**src/rtl/switch_port_config_regs.svh**
```systemverilog
`ifndef SWITCH_PORT_CONFIG_REGS_SVH
`define SWITCH_PORT_CONFIG_REGS_SVH

// register numbers as seen on the management command port
`define REG_SPEED 8'h12
`define REG_LINK 8'h13
`define REG_FWD_BLOCK 8'h14
`define REG_BP_DISABLE 8'h15
`define REG_ISOLATE 8'h16
`define REG_VLAN_MEMBER 8'h17
`define REG_DUMP_PORT 8'h18
`define REG_SYS_CONFIG 8'h19
`define REG_PAUSE 8'h1a
`define REG_DUPLEX 8'h1b
`define REG_MGMT_INHIBIT 8'h1d

// reset values and highest port ID
`define RST_PORT_VEC 24'h000000
`define RST_VLAN_PORT0 4'hf
`define RST_VLAN_OTHER 4'h1
`define RST_DUMP_PORT 5'h00
`define MAX_PORT_ID 5'h17

// system configuration word fields
`define CFG_RD_DLY_MSB 3
`define CFG_RD_DLY_LSB 0
`define CFG_CK_DLY_MSB 7
`define CFG_CK_DLY_LSB 4
`define CFG_SRAM_MSB 9
`define CFG_SRAM_LSB 8
`define CFG_MDC_FALL 10
`define CFG_LONG_SEL 11
`define CFG_UNK_FLOOD 12
`define CFG_EXC_DROP 15
`define CFG_PM_DIS 16
`define CFG_BC_FC_DIS 17
`define CFG_ERR_HW 18
`define CFG_CPU_START 19
`define CFG_DEV_ID_MSB 21
`define CFG_DEV_ID_LSB 20
`define CFG_TX_RISE 22
`define CFG_RX_FALL 23

// long frame thresholds in bytes
`define LONG_FRAME_SHORT 11'd1518
`define LONG_FRAME_LONG 11'd1530

`endif

```
**src/rtl/switch_port_config_pkg.sv**
```systemverilog
package switch_port_config_pkg;

    typedef logic [23:0] port_vec_t;
    typedef logic [3:0] vlan_set_t;
    typedef logic [4:0] port_id_t;

    typedef enum logic [1:0] {
        SRAM_64K,
        SRAM_128K,
        SRAM_256K,
        SRAM_512K
    } sram_size_e;

endpackage : switch_port_config_pkg

```
**src/rtl/switch_port_config_regs.sv**
```systemverilog
`timescale 1ns/1ps
`include "switch_port_config_regs.svh"
module switch_port_config_regs #(
    parameter int NUM_PORTS = 24,
    parameter int NUM_VLANS = 4
) (
    input wire logic CLK_SYS_I,
    input wire logic SRST_I,
    // management command port (after serial framing)
    input wire logic CMD_VALID_I,
    input wire logic CMD_WRITE_I,
    input wire logic [1:0] CMD_DEV_ID_I,
    input wire logic [7:0] CMD_REG_I,
    input wire logic [4:0] CMD_INDEX_I,
    input wire logic [23:0] CMD_WDATA_I,
    output logic RSP_VALID_O,
    output logic [23:0] RSP_RDATA_O,
    // automatic PHY management results
    input wire logic PHY_UPD_VALID_I,
    input wire logic [4:0] PHY_UPD_PORT_I,
    input wire logic PHY_SPEED_I,
    input wire logic PHY_LINK_I,
    input wire logic PHY_DUPLEX_I,
    input wire logic PHY_PAUSE_I,
    // strap levels and system control
    input wire logic [23:0] STRAP_CFG_I,
    input wire logic SYS_READY_I,
    input wire logic PHY_MGMT_DONE_I,
    input wire logic SYS_ERROR_I,
    // per-port and per-VLAN controls
    output logic [23:0] PORT_SPEED_100_O,
    output logic [23:0] PORT_LINK_UP_O,
    output logic [23:0] PORT_FULL_DUPLEX_O,
    output logic [23:0] PORT_PAUSE_TX_EN_O,
    output logic [23:0] PORT_BLOCK_LISTEN_O,
    output logic [23:0] PORT_BP_EN_O,
    output logic [23:0] PORT_ENABLE_O,
    output logic [95:0] VLAN_MEMBER_O,
    output logic [19:0] VLAN_DUMP_PORT_O,
    // decoded system configuration
    output logic [2:0] SRAM_RD_DLY_UNITS_O,
    output logic SRAM_RD_INVERT_O,
    output logic [2:0] SRAM_CK_DLY_UNITS_O,
    output logic SRAM_CK_INVERT_O,
    output logic [1:0] SRAM_SIZE_O,
    output logic MDC_FALLING_O,
    output logic [10:0] LONG_FRAME_LIMIT_O,
    output logic UNKNOWN_FLOOD_O,
    output logic EXCESS_COLL_DROP_O,
    output logic BCAST_FC_EN_O,
    output logic SW_RESET_REQ_O,
    output logic HW_RESET_REQ_O,
    output logic SYSTEM_START_O,
    output logic RMII_TX_RISING_O,
    output logic RMII_RX_FALLING_O
);

    ////////////////////////////////////////////////////////////////////////
    // helpers

    // merge a software write and a single-port hardware update into a
    // status vector; a software write replaces all 24 bits, so it wins over a same-cycle hardware update
    function automatic switch_port_config_pkg::port_vec_t merge_status(
        input switch_port_config_pkg::port_vec_t cur,
        input logic sw_we,
        input switch_port_config_pkg::port_vec_t sw_data,
        input logic hw_we,
        input logic [4:0] hw_port,
        input logic hw_bit
    );
        switch_port_config_pkg::port_vec_t res;
        res = cur;
        if (hw_we)
            res[hw_port] = hw_bit;
        if (sw_we)
            res = sw_data;
        return res;
    endfunction : merge_status

    // read delay: units sit in the upper three bits, even codes invert
    function automatic logic [3:0] rd_delay(input logic [3:0] code);
        return {code[3:1], ~code[0]};
    endfunction : rd_delay

    // clock delay: 010,011,000,001,110,111,100,101 count 0 to 7
    function automatic logic [3:0] ck_delay(input logic [3:0] code);
        return {code[3], ~code[2], code[1], ~code[0]};
    endfunction : ck_delay

    ////////////////////////////////////////////////////////////////////////
    // state

    logic [23:0] speed_ff, link_ff, duplex_ff, pause_ff;
    logic [23:0] forward_block_bits_ff;
    logic [23:0] backpressure_disable_bits_ff;
    logic [23:0] port_isolate_bits_ff;
    logic [23:0] management_inhibit_bits_ff;
    logic [23:0] system_configuration_word_ff;
    logic [3:0] vlan_membership_entry_ff [NUM_PORTS];
    logic [4:0] vlan_dump_port_entry_ff [NUM_VLANS];
    logic rsp_valid_ff;
    logic [23:0] rsp_rdata_ff;
    logic err_seen_ff;

    ////////////////////////////////////////////////////////////////////////
    // command decode

    wire id_match = CMD_DEV_ID_I ==
        system_configuration_word_ff[`CFG_DEV_ID_MSB:`CFG_DEV_ID_LSB];
    wire cmd_take = CMD_VALID_I && id_match;
    wire wr_take = cmd_take && CMD_WRITE_I;
    wire rd_take = cmd_take && !CMD_WRITE_I;

    wire we_speed = wr_take && (CMD_REG_I == `REG_SPEED);
    wire we_link = wr_take && (CMD_REG_I == `REG_LINK);
    wire we_fwd = wr_take && (CMD_REG_I == `REG_FWD_BLOCK);
    wire we_bp = wr_take && (CMD_REG_I == `REG_BP_DISABLE);
    wire we_iso = wr_take && (CMD_REG_I == `REG_ISOLATE);
    wire we_vlan = wr_take && (CMD_REG_I == `REG_VLAN_MEMBER) &&
        (CMD_INDEX_I <= `MAX_PORT_ID);
    // out-of-range port IDs are ignored so the dump entry stays valid
    wire we_dump = wr_take && (CMD_REG_I == `REG_DUMP_PORT) &&
        (CMD_INDEX_I < 5'(NUM_VLANS)) &&
        (CMD_WDATA_I[4:0] <= `MAX_PORT_ID);
    wire we_cfg = wr_take && (CMD_REG_I == `REG_SYS_CONFIG);
    wire we_pause = wr_take && (CMD_REG_I == `REG_PAUSE);
    wire we_duplex_bits = wr_take && (CMD_REG_I == `REG_DUPLEX);
    wire we_inh = wr_take && (CMD_REG_I == `REG_MGMT_INHIBIT);

    ////////////////////////////////////////////////////////////////////////
    // automatic PHY management gating

    wire hw_upd_ok = PHY_UPD_VALID_I &&
        (PHY_UPD_PORT_I <= `MAX_PORT_ID) &&
        !system_configuration_word_ff[`CFG_PM_DIS] &&
        !management_inhibit_bits_ff[PHY_UPD_PORT_I];

    wire [23:0] nxt_speed = merge_status(speed_ff, we_speed, CMD_WDATA_I,
        hw_upd_ok, PHY_UPD_PORT_I, PHY_SPEED_I);
    wire [23:0] nxt_link = merge_status(link_ff, we_link, CMD_WDATA_I,
        hw_upd_ok, PHY_UPD_PORT_I, PHY_LINK_I);
    wire [23:0] nxt_duplex = merge_status(duplex_ff, we_duplex_bits, CMD_WDATA_I,
        hw_upd_ok, PHY_UPD_PORT_I, PHY_DUPLEX_I);
    wire [23:0] nxt_pause = merge_status(pause_ff, we_pause, CMD_WDATA_I,
        hw_upd_ok, PHY_UPD_PORT_I, PHY_PAUSE_I);

    ////////////////////////////////////////////////////////////////////////
    // read mux; unmapped registers read as zero

    logic [23:0] nxt_rdata;
    always_comb
    begin
        nxt_rdata = 24'h000000;
        case (CMD_REG_I)
            `REG_SPEED: nxt_rdata = speed_ff;
            `REG_LINK: nxt_rdata = link_ff;
            `REG_FWD_BLOCK: nxt_rdata = forward_block_bits_ff;
            `REG_BP_DISABLE: nxt_rdata = backpressure_disable_bits_ff;
            `REG_ISOLATE: nxt_rdata = port_isolate_bits_ff;
            `REG_VLAN_MEMBER:
                if (CMD_INDEX_I <= `MAX_PORT_ID)
                    nxt_rdata = {20'h00000,
                        vlan_membership_entry_ff[CMD_INDEX_I]};
            `REG_DUMP_PORT:
                if (CMD_INDEX_I < 5'(NUM_VLANS))
                    nxt_rdata = {19'h00000,
                        vlan_dump_port_entry_ff[CMD_INDEX_I[1:0]]};
            `REG_SYS_CONFIG: nxt_rdata = system_configuration_word_ff;
            `REG_PAUSE: nxt_rdata = pause_ff;
            `REG_DUPLEX: nxt_rdata = duplex_ff;
            `REG_MGMT_INHIBIT: nxt_rdata = management_inhibit_bits_ff;
            default: nxt_rdata = 24'h000000;
        endcase
    end

    ////////////////////////////////////////////////////////////////////////
    // registers

    always_ff @(posedge CLK_SYS_I)
    begin
        if (SRST_I)
        begin
            speed_ff <= `RST_PORT_VEC;
            link_ff <= `RST_PORT_VEC;
            duplex_ff <= `RST_PORT_VEC;
            pause_ff <= `RST_PORT_VEC;
            forward_block_bits_ff <= `RST_PORT_VEC;
            backpressure_disable_bits_ff <= `RST_PORT_VEC;
            port_isolate_bits_ff <= `RST_PORT_VEC;
            management_inhibit_bits_ff <= `RST_PORT_VEC;
        end
        else
        begin
            speed_ff <= nxt_speed;
            link_ff <= nxt_link;
            duplex_ff <= nxt_duplex;
            pause_ff <= nxt_pause;
            if (we_fwd) forward_block_bits_ff <= CMD_WDATA_I;
            if (we_bp) backpressure_disable_bits_ff <= CMD_WDATA_I;
            if (we_iso) port_isolate_bits_ff <= CMD_WDATA_I;
            if (we_inh) management_inhibit_bits_ff <= CMD_WDATA_I;
        end
    end

    // straps are sampled on every clock while reset is held, so the last
    // sample before release is what the word starts from
    always_ff @(posedge CLK_SYS_I)
    begin
        if (SRST_I)
        begin
            system_configuration_word_ff <= STRAP_CFG_I;
        end
        else if (we_cfg)
        begin
            system_configuration_word_ff <= CMD_WDATA_I;
        end
    end

    always_ff @(posedge CLK_SYS_I)
    begin
        for (int p = 0; p < NUM_PORTS; p++)
        begin
            if (SRST_I)
                vlan_membership_entry_ff[p] <= (p == 0) ?
                    `RST_VLAN_PORT0 : `RST_VLAN_OTHER;
            else if (we_vlan && (CMD_INDEX_I == 5'(p)))
                vlan_membership_entry_ff[p] <= CMD_WDATA_I[3:0];
        end
    end

    always_ff @(posedge CLK_SYS_I)
    begin
        for (int v = 0; v < NUM_VLANS; v++)
        begin
            if (SRST_I)
                vlan_dump_port_entry_ff[v] <= `RST_DUMP_PORT;
            else if (we_dump && (CMD_INDEX_I == 5'(v)))
                vlan_dump_port_entry_ff[v] <= CMD_WDATA_I[4:0];
        end
    end

    // one answer per accepted command, a cycle after it is taken
    always_ff @(posedge CLK_SYS_I)
    begin
        if (SRST_I)
        begin
            rsp_valid_ff <= 1'b0;
            rsp_rdata_ff <= 24'h000000;
        end
        else
        begin
            rsp_valid_ff <= cmd_take;
            rsp_rdata_ff <= rd_take ? nxt_rdata : 24'h000000;
        end
    end

    // system error edge turns into a single reset request pulse
    always_ff @(posedge CLK_SYS_I)
    begin
        if (SRST_I)
            err_seen_ff <= 1'b0;
        else
            err_seen_ff <= SYS_ERROR_I;
    end

    ////////////////////////////////////////////////////////////////////////
    // outputs

    wire [23:0] cfg = system_configuration_word_ff;
    wire err_rise = SYS_ERROR_I && !err_seen_ff;
    wire [3:0] rd_dec = rd_delay(cfg[`CFG_RD_DLY_MSB:`CFG_RD_DLY_LSB]);
    wire [3:0] ck_dec = ck_delay(cfg[`CFG_CK_DLY_MSB:`CFG_CK_DLY_LSB]);

    assign RSP_VALID_O = rsp_valid_ff;
    assign RSP_RDATA_O = rsp_rdata_ff;
    assign PORT_SPEED_100_O = speed_ff;
    assign PORT_LINK_UP_O = link_ff;
    assign PORT_FULL_DUPLEX_O = duplex_ff;
    assign PORT_PAUSE_TX_EN_O = pause_ff;
    // the MAC keeps forwarding BPDUs from a blocked port
    assign PORT_BLOCK_LISTEN_O = forward_block_bits_ff;
    assign PORT_BP_EN_O = ~backpressure_disable_bits_ff;
    assign PORT_ENABLE_O = ~port_isolate_bits_ff;

    genvar g;
    generate
        for (g = 0; g < NUM_PORTS; g++)
        begin : g_vlan
            assign VLAN_MEMBER_O[4*g +: 4] = vlan_membership_entry_ff[g];
        end
        for (g = 0; g < NUM_VLANS; g++)
        begin : g_dump
            assign VLAN_DUMP_PORT_O[5*g +: 5] = vlan_dump_port_entry_ff[g];
        end
    endgenerate

    assign SRAM_RD_DLY_UNITS_O = rd_dec[3:1];
    assign SRAM_RD_INVERT_O = rd_dec[0];
    assign SRAM_CK_DLY_UNITS_O = ck_dec[3:1];
    assign SRAM_CK_INVERT_O = ck_dec[0];
    assign SRAM_SIZE_O = cfg[`CFG_SRAM_MSB:`CFG_SRAM_LSB];
    assign MDC_FALLING_O = cfg[`CFG_MDC_FALL];
    assign LONG_FRAME_LIMIT_O = cfg[`CFG_LONG_SEL] ?
        `LONG_FRAME_LONG : `LONG_FRAME_SHORT;
    // flooding does not relieve software of programming dump ports
    assign UNKNOWN_FLOOD_O = cfg[`CFG_UNK_FLOOD];
    assign EXCESS_COLL_DROP_O = cfg[`CFG_EXC_DROP];
    assign BCAST_FC_EN_O = !cfg[`CFG_BC_FC_DIS];
    assign SW_RESET_REQ_O = err_rise && !cfg[`CFG_ERR_HW];
    assign HW_RESET_REQ_O = err_rise && cfg[`CFG_ERR_HW];
    assign SYSTEM_START_O = !SRST_I && (!cfg[`CFG_CPU_START] ||
        (SYS_READY_I && PHY_MGMT_DONE_I));
    assign RMII_TX_RISING_O = cfg[`CFG_TX_RISE];
    assign RMII_RX_FALLING_O = cfg[`CFG_RX_FALL];
endmodule : switch_port_config_regs

```
**config.mk**
```make
export PLATFORM = sky130hd
export DESIGN_NAME = switch_port_config_regs
export DESIGN_NICKNAME = d
export VERILOG_FILES = /design/src/rtl/switch_port_config_pkg.sv /design/src/rtl/switch_port_config_regs.sv
export VERILOG_INCLUDE_DIRS = /design/src /design/src/rtl
export SDC_FILE = /design/constraint.sdc
export NUM_CORES = 1
export LEC_CHECK = 0
export ABC_AREA = 1
export BUFFER_PORTS_ARGS = -buffer_cell sky130_fd_sc_hd__buf_2
export CAP_MARGIN = 15
export CORE_ASPECT_RATIO = 1.1
export CORE_MARGIN = 8
export CORE_UTILIZATION = 50
export CTS_BUF_LIST = sky130_fd_sc_hd__clkbuf_16
export DETAILED_ROUTE_END_ITERATION = 7
export PLACE_DENSITY = 0.77
export SETUP_SLACK_MARGIN = 0.1
export SYNTH_ARGS = -nofsm -noshare
export SYNTH_HDL_FRONTEND = slang
export SYNTH_SLANG_ARGS = --single-unit
```
**constraint.sdc**
```tcl
create_clock -name CLK_SYS_I -period 3.1 [get_ports CLK_SYS_I]
set_input_delay 0.31 -clock CLK_SYS_I [delete_from_list [all_inputs] [get_ports CLK_SYS_I]]
set_output_delay 0.31 -clock CLK_SYS_I [all_outputs]
set_load 0.01 [all_outputs]
```
# ---- Word-level counts from Yosys, hierarchy flattened
# Memories as Yosys holds them, arrays and structs flattened.
# Cells that the tools add are included.
dict set report op_classes {
  magnitude_cmp 6
  muxes 136
  n_bitwise 34
  eq_ne 35
  reduce_logical 70
}
# cell count
set op_table {}
lappend op_table {{$pmux 24 s11} 1}
lappend op_table {{$mux 24} 10}
lappend op_table {{$mux 4} 25}
lappend op_table {{$bwmux 24} 4}
lappend op_table {{$eq 8x5->1 const B} 11}
lappend op_table {{$mux 1} 88}
lappend op_table {{$logic_and 1x1->1} 54}
lappend op_table {{$not 24->24} 2}
lappend op_table {{$eq 5x4->1 const B} 8}
lappend op_table {{$eq 5x5->1 const B} 8}
lappend op_table {{$mux 5} 6}
lappend op_table {{$or 1x1->1} 28}
lappend op_table {{$eq 5x3->1 const B} 4}
lappend op_table {{$le 5x5->1 const B} 3}
lappend op_table {{$eq 5x2->1 const B} 2}
lappend op_table {{$reduce_bool 2->1} 5}
lappend op_table {{$logic_not 1->1} 8}
lappend op_table {{$lt 5x6->1 const B} 1}
lappend op_table {{$bmux 1 s5} 1}
lappend op_table {{$demux 1 s5} 1}
lappend op_table {{$eq 5x1->1 const B} 1}
lappend op_table {{$ge 5x1->1 const B} 1}
lappend op_table {{$logic_not 5->1} 1}
lappend op_table {{$lt 5x3->1 const B} 1}
lappend op_table {{4 further kinds} 7}
dict set report totals {
  in_bits 80
  word_cells 295
  reg_bits 242
  out_inout_bits 339
  mem_count 2
  ram_bits 116
}
# memory words word_bits read_ports rd_clocked_by_memory_dff write_ports line
set mem_list {}
lappend mem_list {vlan_membership_entry_ff 24 4 25 0 24 switch_port_config_regs.sv:99} ;# logic [3:0] vlan_membership_entry_ff [NUM_PORTS];
lappend mem_list {vlan_dump_port_entry_ff 4 5 5 0 4 switch_port_config_regs.sv:100} ;# logic [4:0] vlan_dump_port_entry_ff [NUM_VLANS];

# ---- Longest topological paths before layout
# Gate-level depths: netlist (run 1).
dict set report logic_depth {
  depth_word 11
  mapped_depth 14
  depth_no_buf 12
}

# ---- Worst setup path after synthesis (run 1)
# Ideal clock, no wire load.
dict set report synth_timing {
  path_kind {input to register}
  startpoint {input CMD_REG_I[5]}
  endpoint {register system_configuration_word_ff[0] (netlist: cfg[0]), enable pin}
  stages 6
  path_buffers 1
  setup_slack_ps -109
  t_arrival_ps 2771
  path_cell_list {nor2_1 > nand2_2 > inv_2 > buf_2 > nand2_2 > o21ai_0}
}
dict set report synth_between {
  elab_chain_len 3
}
# item line
set synth_rtl {}
lappend synth_rtl {{start: declaration} switch_port_config_regs.sv:13} ;# input wire logic [7:0] CMD_REG_I,
lappend synth_rtl {{$eq 8x5->1} --}
lappend synth_rtl {{$logic_and 1x1->1} switch_port_config_regs.sv:125} ;# wire we_cfg = wr_take && (CMD_REG_I == `REG_SYS_CONFIG);
lappend synth_rtl {{$reduce_bool 2->1 (no source line)} --}
lappend synth_rtl {{end signal: assignment} switch_port_config_regs.sv:211} ;# system_configuration_word_ff <= STRAP_CFG_I;
lappend synth_rtl {{end signal: assignment} switch_port_config_regs.sv:215} ;# system_configuration_word_ff <= CMD_WDATA_I;
lappend synth_rtl {{end: declaration} switch_port_config_regs.sv:98} ;# logic [23:0] system_configuration_word_ff;
# No other way between the ends.
# A chain may end at the register's enable or synchronous reset.

==> impl_summary.log, run 1 <==
[metrics] overall overflow remaining after global route: 0
[metrics] CTS Hold Buffers Added: 0
[metrics] post-synthesis cell count: 2657
[metrics] Buf/Inv on CP: 2
[metrics] top-area cell type share of the netlist area: 23.2%
[metrics] drt wl/cell: 23.2 µm
[metrics] Ys Warns: 0
[metrics] CORE AREA: 37100 µm²
[metrics] Worst Min Path Start: SYS_ERROR_I
[metrics] maximum vdd drop: 365 µV
[metrics] Cell Chain, Critical Path: inv_1 > nand2_1 > nand3_1 > nor2_1 > nand2_2 > nor2_1 > nand2_1 > inv_2 > nand2_1 > o21ai_0
[metrics] flops & latches, synth: 358
[metrics] most common cell after layout, fill and taps aside: sky130_fd_sc_hd__nand2_1
[metrics] clock-pin slew on the worst setup and hold paths: 0.06 ns
[metrics] number of antenna violations at the first check in global routing: 3
[metrics] post-cts repair resize count: 0
[metrics] GRT Overall Usage: 35.1%
[metrics] total via count in the routed design: 20344
[metrics] critical setup path kind: reg -> reg
[metrics] largest net degree at the start of global routing: 123
[metrics] number of design rule violations left after detail routing: 0
[metrics] worst-case clock skew: 0.0178 ns
[metrics] CP max-delay cell: sky130_fd_sc_hd__o21ai_0
[metrics] met2 usage: 59.8%
[metrics] outcome: complete, no violations
[metrics] sum of internal, switching and leakage power: 0.0105 W
[metrics] mean instance size in the synthesized netlist: 7.09 µm²
[metrics] cell class contributing the biggest share of worst-path delay: simple AND/OR/NAND/NOR gates
[metrics] Filler Cell Count: 3491
[metrics] H-tree depth reported by CTS: 2
[metrics] combined area of the multi-input logic cells: 8450 µm²
[metrics] headroom to the max-slew limit: 39.8%
[metrics] critical path launch point: cfg[20]
[metrics] Layout Area Growth over Synthesis: 19.8%
[metrics] Avg Vias per Cell: 5.76
[metrics] clock latency at the later pin of the worst-skew pair: 0.55 ns
[metrics] die span in x: 201 µm
[metrics] data arrival time of the critical path: 2.87 ns
[metrics] delay of the slowest cell on the worst path: 0.56 ns
[metrics] Synth area leader: sky130_fd_sc_hd__dfxtp_1
[metrics] Clock Sink Count: 358
[metrics] root buffer selected by CTS: sky130_fd_sc_hd__clkbuf_16
[metrics] final critical path time including I/O delays and setup: 2.69 ns
[metrics] HPWL after DPL: 61900 µm
[metrics] final wirelength: 81800 µm
[metrics] wire length of the first global-routing pass: 119000 µm
[metrics] Netlist cell types: 35
[metrics] detailed router's first-iteration violation count: 2034
[metrics] data required time at the worst endpoint: 3.28 ns
[metrics] Hold Vio Cnt, Final: 0
[metrics] commonest cells after routing, fill and taps aside: sky130_fd_sc_hd__nand2_1, sky130_fd_sc_hd__buf_2, sky130_fd_sc_hd__inv_1
[metrics] final total negative setup slack: 0 ns
[metrics] Final GP Congestion: 1.01
[metrics] number of nets still failing antenna checks after routing: 0
[metrics] number of buffers on the longest clock path: 3
[metrics] proportion of layout cells with a drive suffix above 1: 19.7%
[metrics] fmax: 0.372 GHz
[metrics] crit-path max FO: 8
[metrics] effective utilization at floorplan: 50.7%
[metrics] die footprint: 44100 µm²
[metrics] number of buffers added by the clock tree synthesis step: 39
[metrics] largest cells by area after synthesis: sky130_fd_sc_hd__dfxtp_1, sky130_fd_sc_hd__edfxtp_1, sky130_fd_sc_hd__nand2_1
[metrics] final net count: 3086
[metrics] most frequent CP cell: sky130_fd_sc_hd__nand2_1
[metrics] number of top-level design ports: 419
[metrics] Most Used Layer, Global Route: met2
[metrics] endpoint class of the critical path: flop
[metrics] unrepaired setup endpoints after global routing: false
[metrics] Port-buffer cells: 409
[metrics] post-route clock period utilization: 86.7%
[metrics] type of element launching the critical path: flop
[metrics] sequential cell area in the final layout: 8570 µm²
[metrics] power density over cell area: 464 nW/µm²
[metrics] transition at the pin with the smallest max-transition slack: 0.904 ns
[metrics] synthesized area: 18800 µm²
[metrics] number of placement rows: 74
[metrics] Hold Crit Class: in -> reg
[metrics] max-cap viol count: 0
[metrics] DR pass1 iterations: 6
[metrics] die height: 220 µm
[metrics] count of buffers added by post-CTS timing repair for setup: 0
[metrics] part of the Yosys area used for sequential elements: 45.5%
[metrics] worst slack on hold paths: 0.00173 ns
[metrics] P_leak: 10.4 nW
[metrics] Setup Viol. Count Final: 0
[metrics] final max-slew violation count: 0
[metrics] via count of the first global-routing pass: 19472
[metrics] CTS tree: done
[metrics] met1 Usage GRT: 36.7%
[metrics] met3 demand-to-capacity share in global routing: 9.64%
[metrics] startpoint of the worst register-to-register path: cfg[20]
[per-stage QoR]
stage               setup WS [ns]  std cells  utilization (%)  cell area [µm²]
global route                0.238       3530             60.8            22600
finish                      0.411       3531             60.8            22600
floorplan                   0.544       2664                -            18900
detailed placement          0.309       3459             57.4            21300
global placement            0.414       3459             57.4            21300
CTS                         0.528       3530             60.8            22600
[report_power, final]
part / internal [W] / leakage, nW / switching (W)
clock network: 0.00262 / 0.631 / 0.00200
registers: 0.00496 / 3.17 / 0.0000592
logic: 0.000210 / 6.62 / 0.000621
total: 0.00779 / 10.4 / 0.00268
[cell type report]
| class | count | share of cell area, % |
|---|---|---|
| timing repair buffer | 484 | 11.8 |
| multi-input combinational | 1856 | 37.4 |
| inverter | 267 | 4.47 |
| antenna | 1 | 0.0111 |
| sequential | 358 | 38.0 |
| tap | 494 | 2.74 |
| clock inverter | 29 | 0.854 |
| clock buffer | 42 | 4.66 |
[worst paths after layout]
kind,to,slack (ns),depth (start not counted)
worst max register to register,vlan_membership_entry_ff[15][0],0.41,10
worst min register to register,backpressure_disable_bits_ff[0],0.46,2
worst max-delay path,vlan_membership_entry_ff[15][0],0.41,10
worst min-delay path,err_seen_ff,0.002,3
[sequential cells by signal, indices dropped and copies added, names as in the netlist]
name                          flops
port_isolate_bits_ff             24
backpressure_disable_bits_ff     24
vlan_dump_port_entry_ff          20
PORT_LINK_UP_O                   24
PORT_FULL_DUPLEX_O               24
cfg                              24
management_inhibit_bits_ff       24
PORT_BLOCK_LISTEN_O              24
PORT_SPEED_100_O                 24
PORT_PAUSE_TX_EN_O               24
vlan_membership_entry_ff         96
RSP_RDATA_O                      24
err_seen_ff                       1
RSP_VALID_O                       1
[kinds of logic after synthesis]
family / Yosys count / synth area share (%)
and+or+nand+nor: 1324 / 30.1
AOI/OAI and AO/OA: 523 / 14.5
buffers and inverters: 450 / 9.88
DFF: 358 / 45.5
other: 2 / 0.0399
[per-layer routing]
metal	share of wire, %	wire, µm
met1	34	28000
met2	47	38800
met5	0.039	32
met4	8.6	6990
met3	9.7	7940
[synth_stat cells, drive strengths merged]
cell type,n
buf,79
clkbuf,104
nand2,812
a22oi,3
a211oi,1
o21ai,210
clkinv,6
inv,261
dfxtp,218
edfxtp,140
nand3b,15
o22ai,61
nor4,1
a31oi,1
nand3,189
a21oi,240
nor3,34
o211ai,4
conb,2
nor2,256
nand4,17
o31ai,1
a21boi,1
o211a,1
[worst min-delay path, delay by kind of cell]
kind	cells	cell delay, ns
buffers and inverters	2	0.13
and+or+nand+nor	1	0.07
Note: power is estimated with default switching activity, not from simulation.
==> run 2: changes to the inputs <==
Settings changed: ABC_AREA 1 to unset, CORE_UTILIZATION 50 to 49.
==> impl_summary.log, run 2 <==
[metrics] worst hold path depth: 2
[metrics] headroom to the max-slew limit: 51.9%
[metrics] die height: 214 µm
[metrics] part of the Yosys area used for sequential elements: 49.1%
[metrics] Port-buffer cells: 409
[metrics] outcome: finished, violations left
[metrics] most repeated cell in the gate-level netlist after synthesis: sky130_fd_sc_hd__nand2_1
[metrics] overall overflow remaining after global route: 0
[metrics] critical setup path kind: reg -> reg
[metrics] P_leak: 8.22 nW
[metrics] Hold Vio Cnt, Final: 0
[metrics] clock latency at the later pin of the worst-skew pair: 0.55 ns
[metrics] DR pass1 iterations: 8
[metrics] cell types with the highest counts after synthesis: sky130_fd_sc_hd__nand2_1, sky130_fd_sc_hd__dfxtp_1, sky130_fd_sc_hd__nor2_1
[metrics] number of buffers added by the clock tree synthesis step: 40
[metrics] Area after DPL: 20000 µm²
[metrics] final wirelength: 72300 µm
[metrics] number of nets still failing antenna checks after routing: 0
[metrics] worst slack on hold paths: 0.00630 ns
[metrics] cell class contributing the biggest share of worst-path delay: simple AND/OR/NAND/NOR gates
[metrics] GRT Overall Usage: 33.0%
[metrics] final total negative setup slack: 0 ns
[metrics] effective utilization at floorplan: 49.7%
[metrics] Clock Sink Count: 358
[metrics] die span in x: 196 µm
[metrics] HPWL after DPL: 52400 µm
[metrics] sum of internal, switching and leakage power: 0.0106 W
[metrics] endpoint class of the critical path: flop
[metrics] number of cells traversed by the worst register-to-register path: 6
[metrics] final max-slew violation count: 0
[metrics] switching share of total power: 24.3%
[metrics] number of top-level design ports: 419
[metrics] register ranked first by flip-flop count: vlan_membership_entry_ff
[metrics] mean instance size in the synthesized netlist: 9.44 µm²
[metrics] total internal power: 0.00803 W
[metrics] drt wl/cell: 27.0 µm
[metrics] Netlist cell types: 67
[metrics] die footprint: 41900 µm²
[metrics] data required time at the worst endpoint: 3.47 ns
[metrics] switching power of the nets: 0.00258 W
[metrics] final critical path time including I/O delays and setup: 2.43 ns
[metrics] Setup Viol. Count Final: 0
[metrics] number of placement rows: 72
[metrics] commonest cells after routing, fill and taps aside: sky130_fd_sc_hd__buf_2, sky130_fd_sc_hd__nand2_1, sky130_fd_sc_hd__dfxtp_1
[metrics] final net count: 2282
[metrics] Ys Warns: 0
[metrics] top-area cell type share of the netlist area: 25.0%
[metrics] Synth area leader: sky130_fd_sc_hd__dfxtp_1
[metrics] Filler Cell Count: 3095
[metrics] post-cts repair resize count: 0
[metrics] crit-path max FO: 22
[metrics] Avg Vias per Cell: 6.33
[metrics] fmax: 0.412 GHz
[metrics] maximum vdd drop: 392 µV
[metrics] wire length of the first global-routing pass: 106000 µm
[metrics] number of design rule violations left after detail routing: 1
[metrics] flops & latches, synth: 358
[metrics] Buf/Inv on CP: 1
[metrics] detailed router's first-iteration violation count: 2022
[metrics] Clock Power Share: 44.8%
[metrics] Final GP Congestion: 0.962
[metrics] unrepaired setup endpoints after global routing: false
[metrics] CORE AREA: 35100 µm²
[metrics] largest net degree at the start of global routing: 105
[metrics] leading register cell type out of synthesis: sky130_fd_sc_hd__dfxtp_1
[metrics] cell area after layout: 21300 µm²
[metrics] synthesized area: 17400 µm²
[metrics] data arrival time of the critical path: 2.80 ns
[metrics] type of element launching the critical path: flop
[metrics] transition at the pin with the smallest max-transition slack: 0.719 ns
[metrics] post-synthesis cell count: 1848
[metrics] Logic pwr share: 7.8%
[metrics] violations in the final reports: design-rule violations
[metrics] total via count in the routed design: 16971
[metrics] flip-flop count of the largest register, all copies and words added: 96
[metrics] number of buffers on the longest clock path: 3
[metrics] proportion of layout cells with a drive suffix above 1: 28.5%
[metrics] cell depth of the worst setup path: 6
[metrics] delay of the slowest cell on the worst path: 0.48 ns
[metrics] CTS tree: done
[metrics] via count of the first global-routing pass: 16808
[metrics] number of antenna violations at the first check in global routing: 3
[metrics] H-tree depth reported by CTS: 2
[metrics] largest cells by area after synthesis: sky130_fd_sc_hd__dfxtp_1, sky130_fd_sc_hd__edfxtp_1, sky130_fd_sc_hd__nand2_1
[metrics] clock-pin slew on the worst setup and hold paths: 0.06 ns
[metrics] post-route clock period utilization: 78.3%
[metrics] EDFF count, synth: 140
[metrics] Hold Crit Class: in -> reg
[metrics] worst-case clock skew: 0.0178 ns
[metrics] fraction of registers with async set or reset after synthesis: 0%
[metrics] Reg power frac: 47.4%
[metrics] CP max-delay cell: sky130_fd_sc_hd__nand3_1
[metrics] count of buffers added by post-CTS timing repair for setup: 0
[metrics] most common cell after layout, fill and taps aside: sky130_fd_sc_hd__buf_2
[metrics] Cell Chain, Critical Path: xor2_1 > nor3_2 > buf_4 > and2_1 > nand3_1 > nor3_1
[metrics] power density over cell area: 498 nW/µm²
[metrics] root buffer selected by CTS: sky130_fd_sc_hd__clkbuf_16
[metrics] max-cap viol count: 0
[metrics] Layout Area Growth over Synthesis: 22.0%
[metrics] CTS Hold Buffers Added: 0
run 2: cell types whose count changed in the layout (fill, tap and decap cells not counted), moves of 29 or more:
cell	before	now
sky130_fd_sc_hd__inv_1	255	67
sky130_fd_sc_hd__o21ai_0	203	24
sky130_fd_sc_hd__a211oi_1	0	68
sky130_fd_sc_hd__nor2_1	247	152
sky130_fd_sc_hd__mux2i_1	0	97
sky130_fd_sc_hd__nand3_1	169	26
sky130_fd_sc_hd__o22ai_1	61	22
sky130_fd_sc_hd__mux2_2	0	32
sky130_fd_sc_hd__a21oi_1	240	138
sky130_fd_sc_hd__mux4_2	0	29
sky130_fd_sc_hd__nor3_1	31	70
sky130_fd_sc_hd__a22oi_1	3	43
sky130_fd_sc_hd__nand2_1	803	293
run 2: per-stage QoR:
| stage | utilization [%] | worst slack, ns | cells |
|---|---|---|---|
| final | 60.6 | 0.672 | 2679 |
| after global routing | 60.5 | 0.583 | 2675 |
| after CTS | 60.5 | 0.722 | 2675 |
| after detailed placement | 56.9 | 0.393 | 2604 |
| after global placement | 56.9 | 0.448 | 2604 |
| after floorplan | - | 0.511 | 1855 |
run 2: power groups by stage:
| stage | Sequential, W | Clock (W) | Combinational [W] |
|---|---|---|---|
| after floorplan | 0.00512 | 0 | 0.000458 |
| after global placement | 0.00512 | 0 | 0.000800 |
| after detailed placement | 0.00512 | 0 | 0.000810 |
| after CTS | 0.00502 | 0.00476 | 0.000813 |
| after global routing | 0.00503 | 0.00495 | 0.000865 |
| final | 0.00503 | 0.00475 | 0.000829 |
run 2: metal layers:
metal	global-route usage [%]	vias to the layer above	routed length [µm]	part of all wire (%)
met1	39.5	8040	25500	35
met4	17.6	4	3840	5.3
met3	9.18	263	9330	13
met2	54.1	1322	33500	46
met5	0	-	27	0.037
li1	-	7342	-	-
run 2: logic make-up after synthesis:
kind of cell | synth area share (%)
xor+xnor | 0.100
mux | 11.4
other cells | 0.0431
flops | 49.1
compound gates | 15.4
simple gates | 17.9
buf+inv | 6.05
run 2: worst reg2reg max path: stages (launching register included):
cell and delay (ns):
sky130_fd_sc_hd__edfxtp_1 0.44, sky130_fd_sc_hd__xor2_1 0.19, sky130_fd_sc_hd__nor3_2 0.18, sky130_fd_sc_hd__buf_4 0.33, sky130_fd_sc_hd__and2_1 0.27, sky130_fd_sc_hd__nand3_1 0.48
sky130_fd_sc_hd__nor3_1 0.35
run 2: final timing paths:
kind,from,to,slack (ns)
worst max register to register,cfg[21],vlan_membership_entry_ff[15][1],0.67
worst min-delay path,SYS_ERROR_I,err_seen_ff,0.006
worst max-delay path,cfg[21],vlan_membership_entry_ff[15][1],0.67
worst min register to register,backpressure_disable_bits_ff[1],backpressure_disable_bits_ff[1],0.46
run 2: layout make-up:
type / instances / area (µm²) / area share [%]
Tap cell: 444 / 556 / 2.61
Clock buffer: 41 / 1030 / 4.82
Clock inverter: 30 / 251 / 1.18
Antenna cell: 4 / 10.0 / 0.0470
Timing Repair Buffer: 497 / 2780 / 13.1
Multi-Input combinational cell: 1249 / 7880 / 37.0
Inverter: 56 / 210 / 0.988
Sequential cell: 358 / 8570 / 40.3
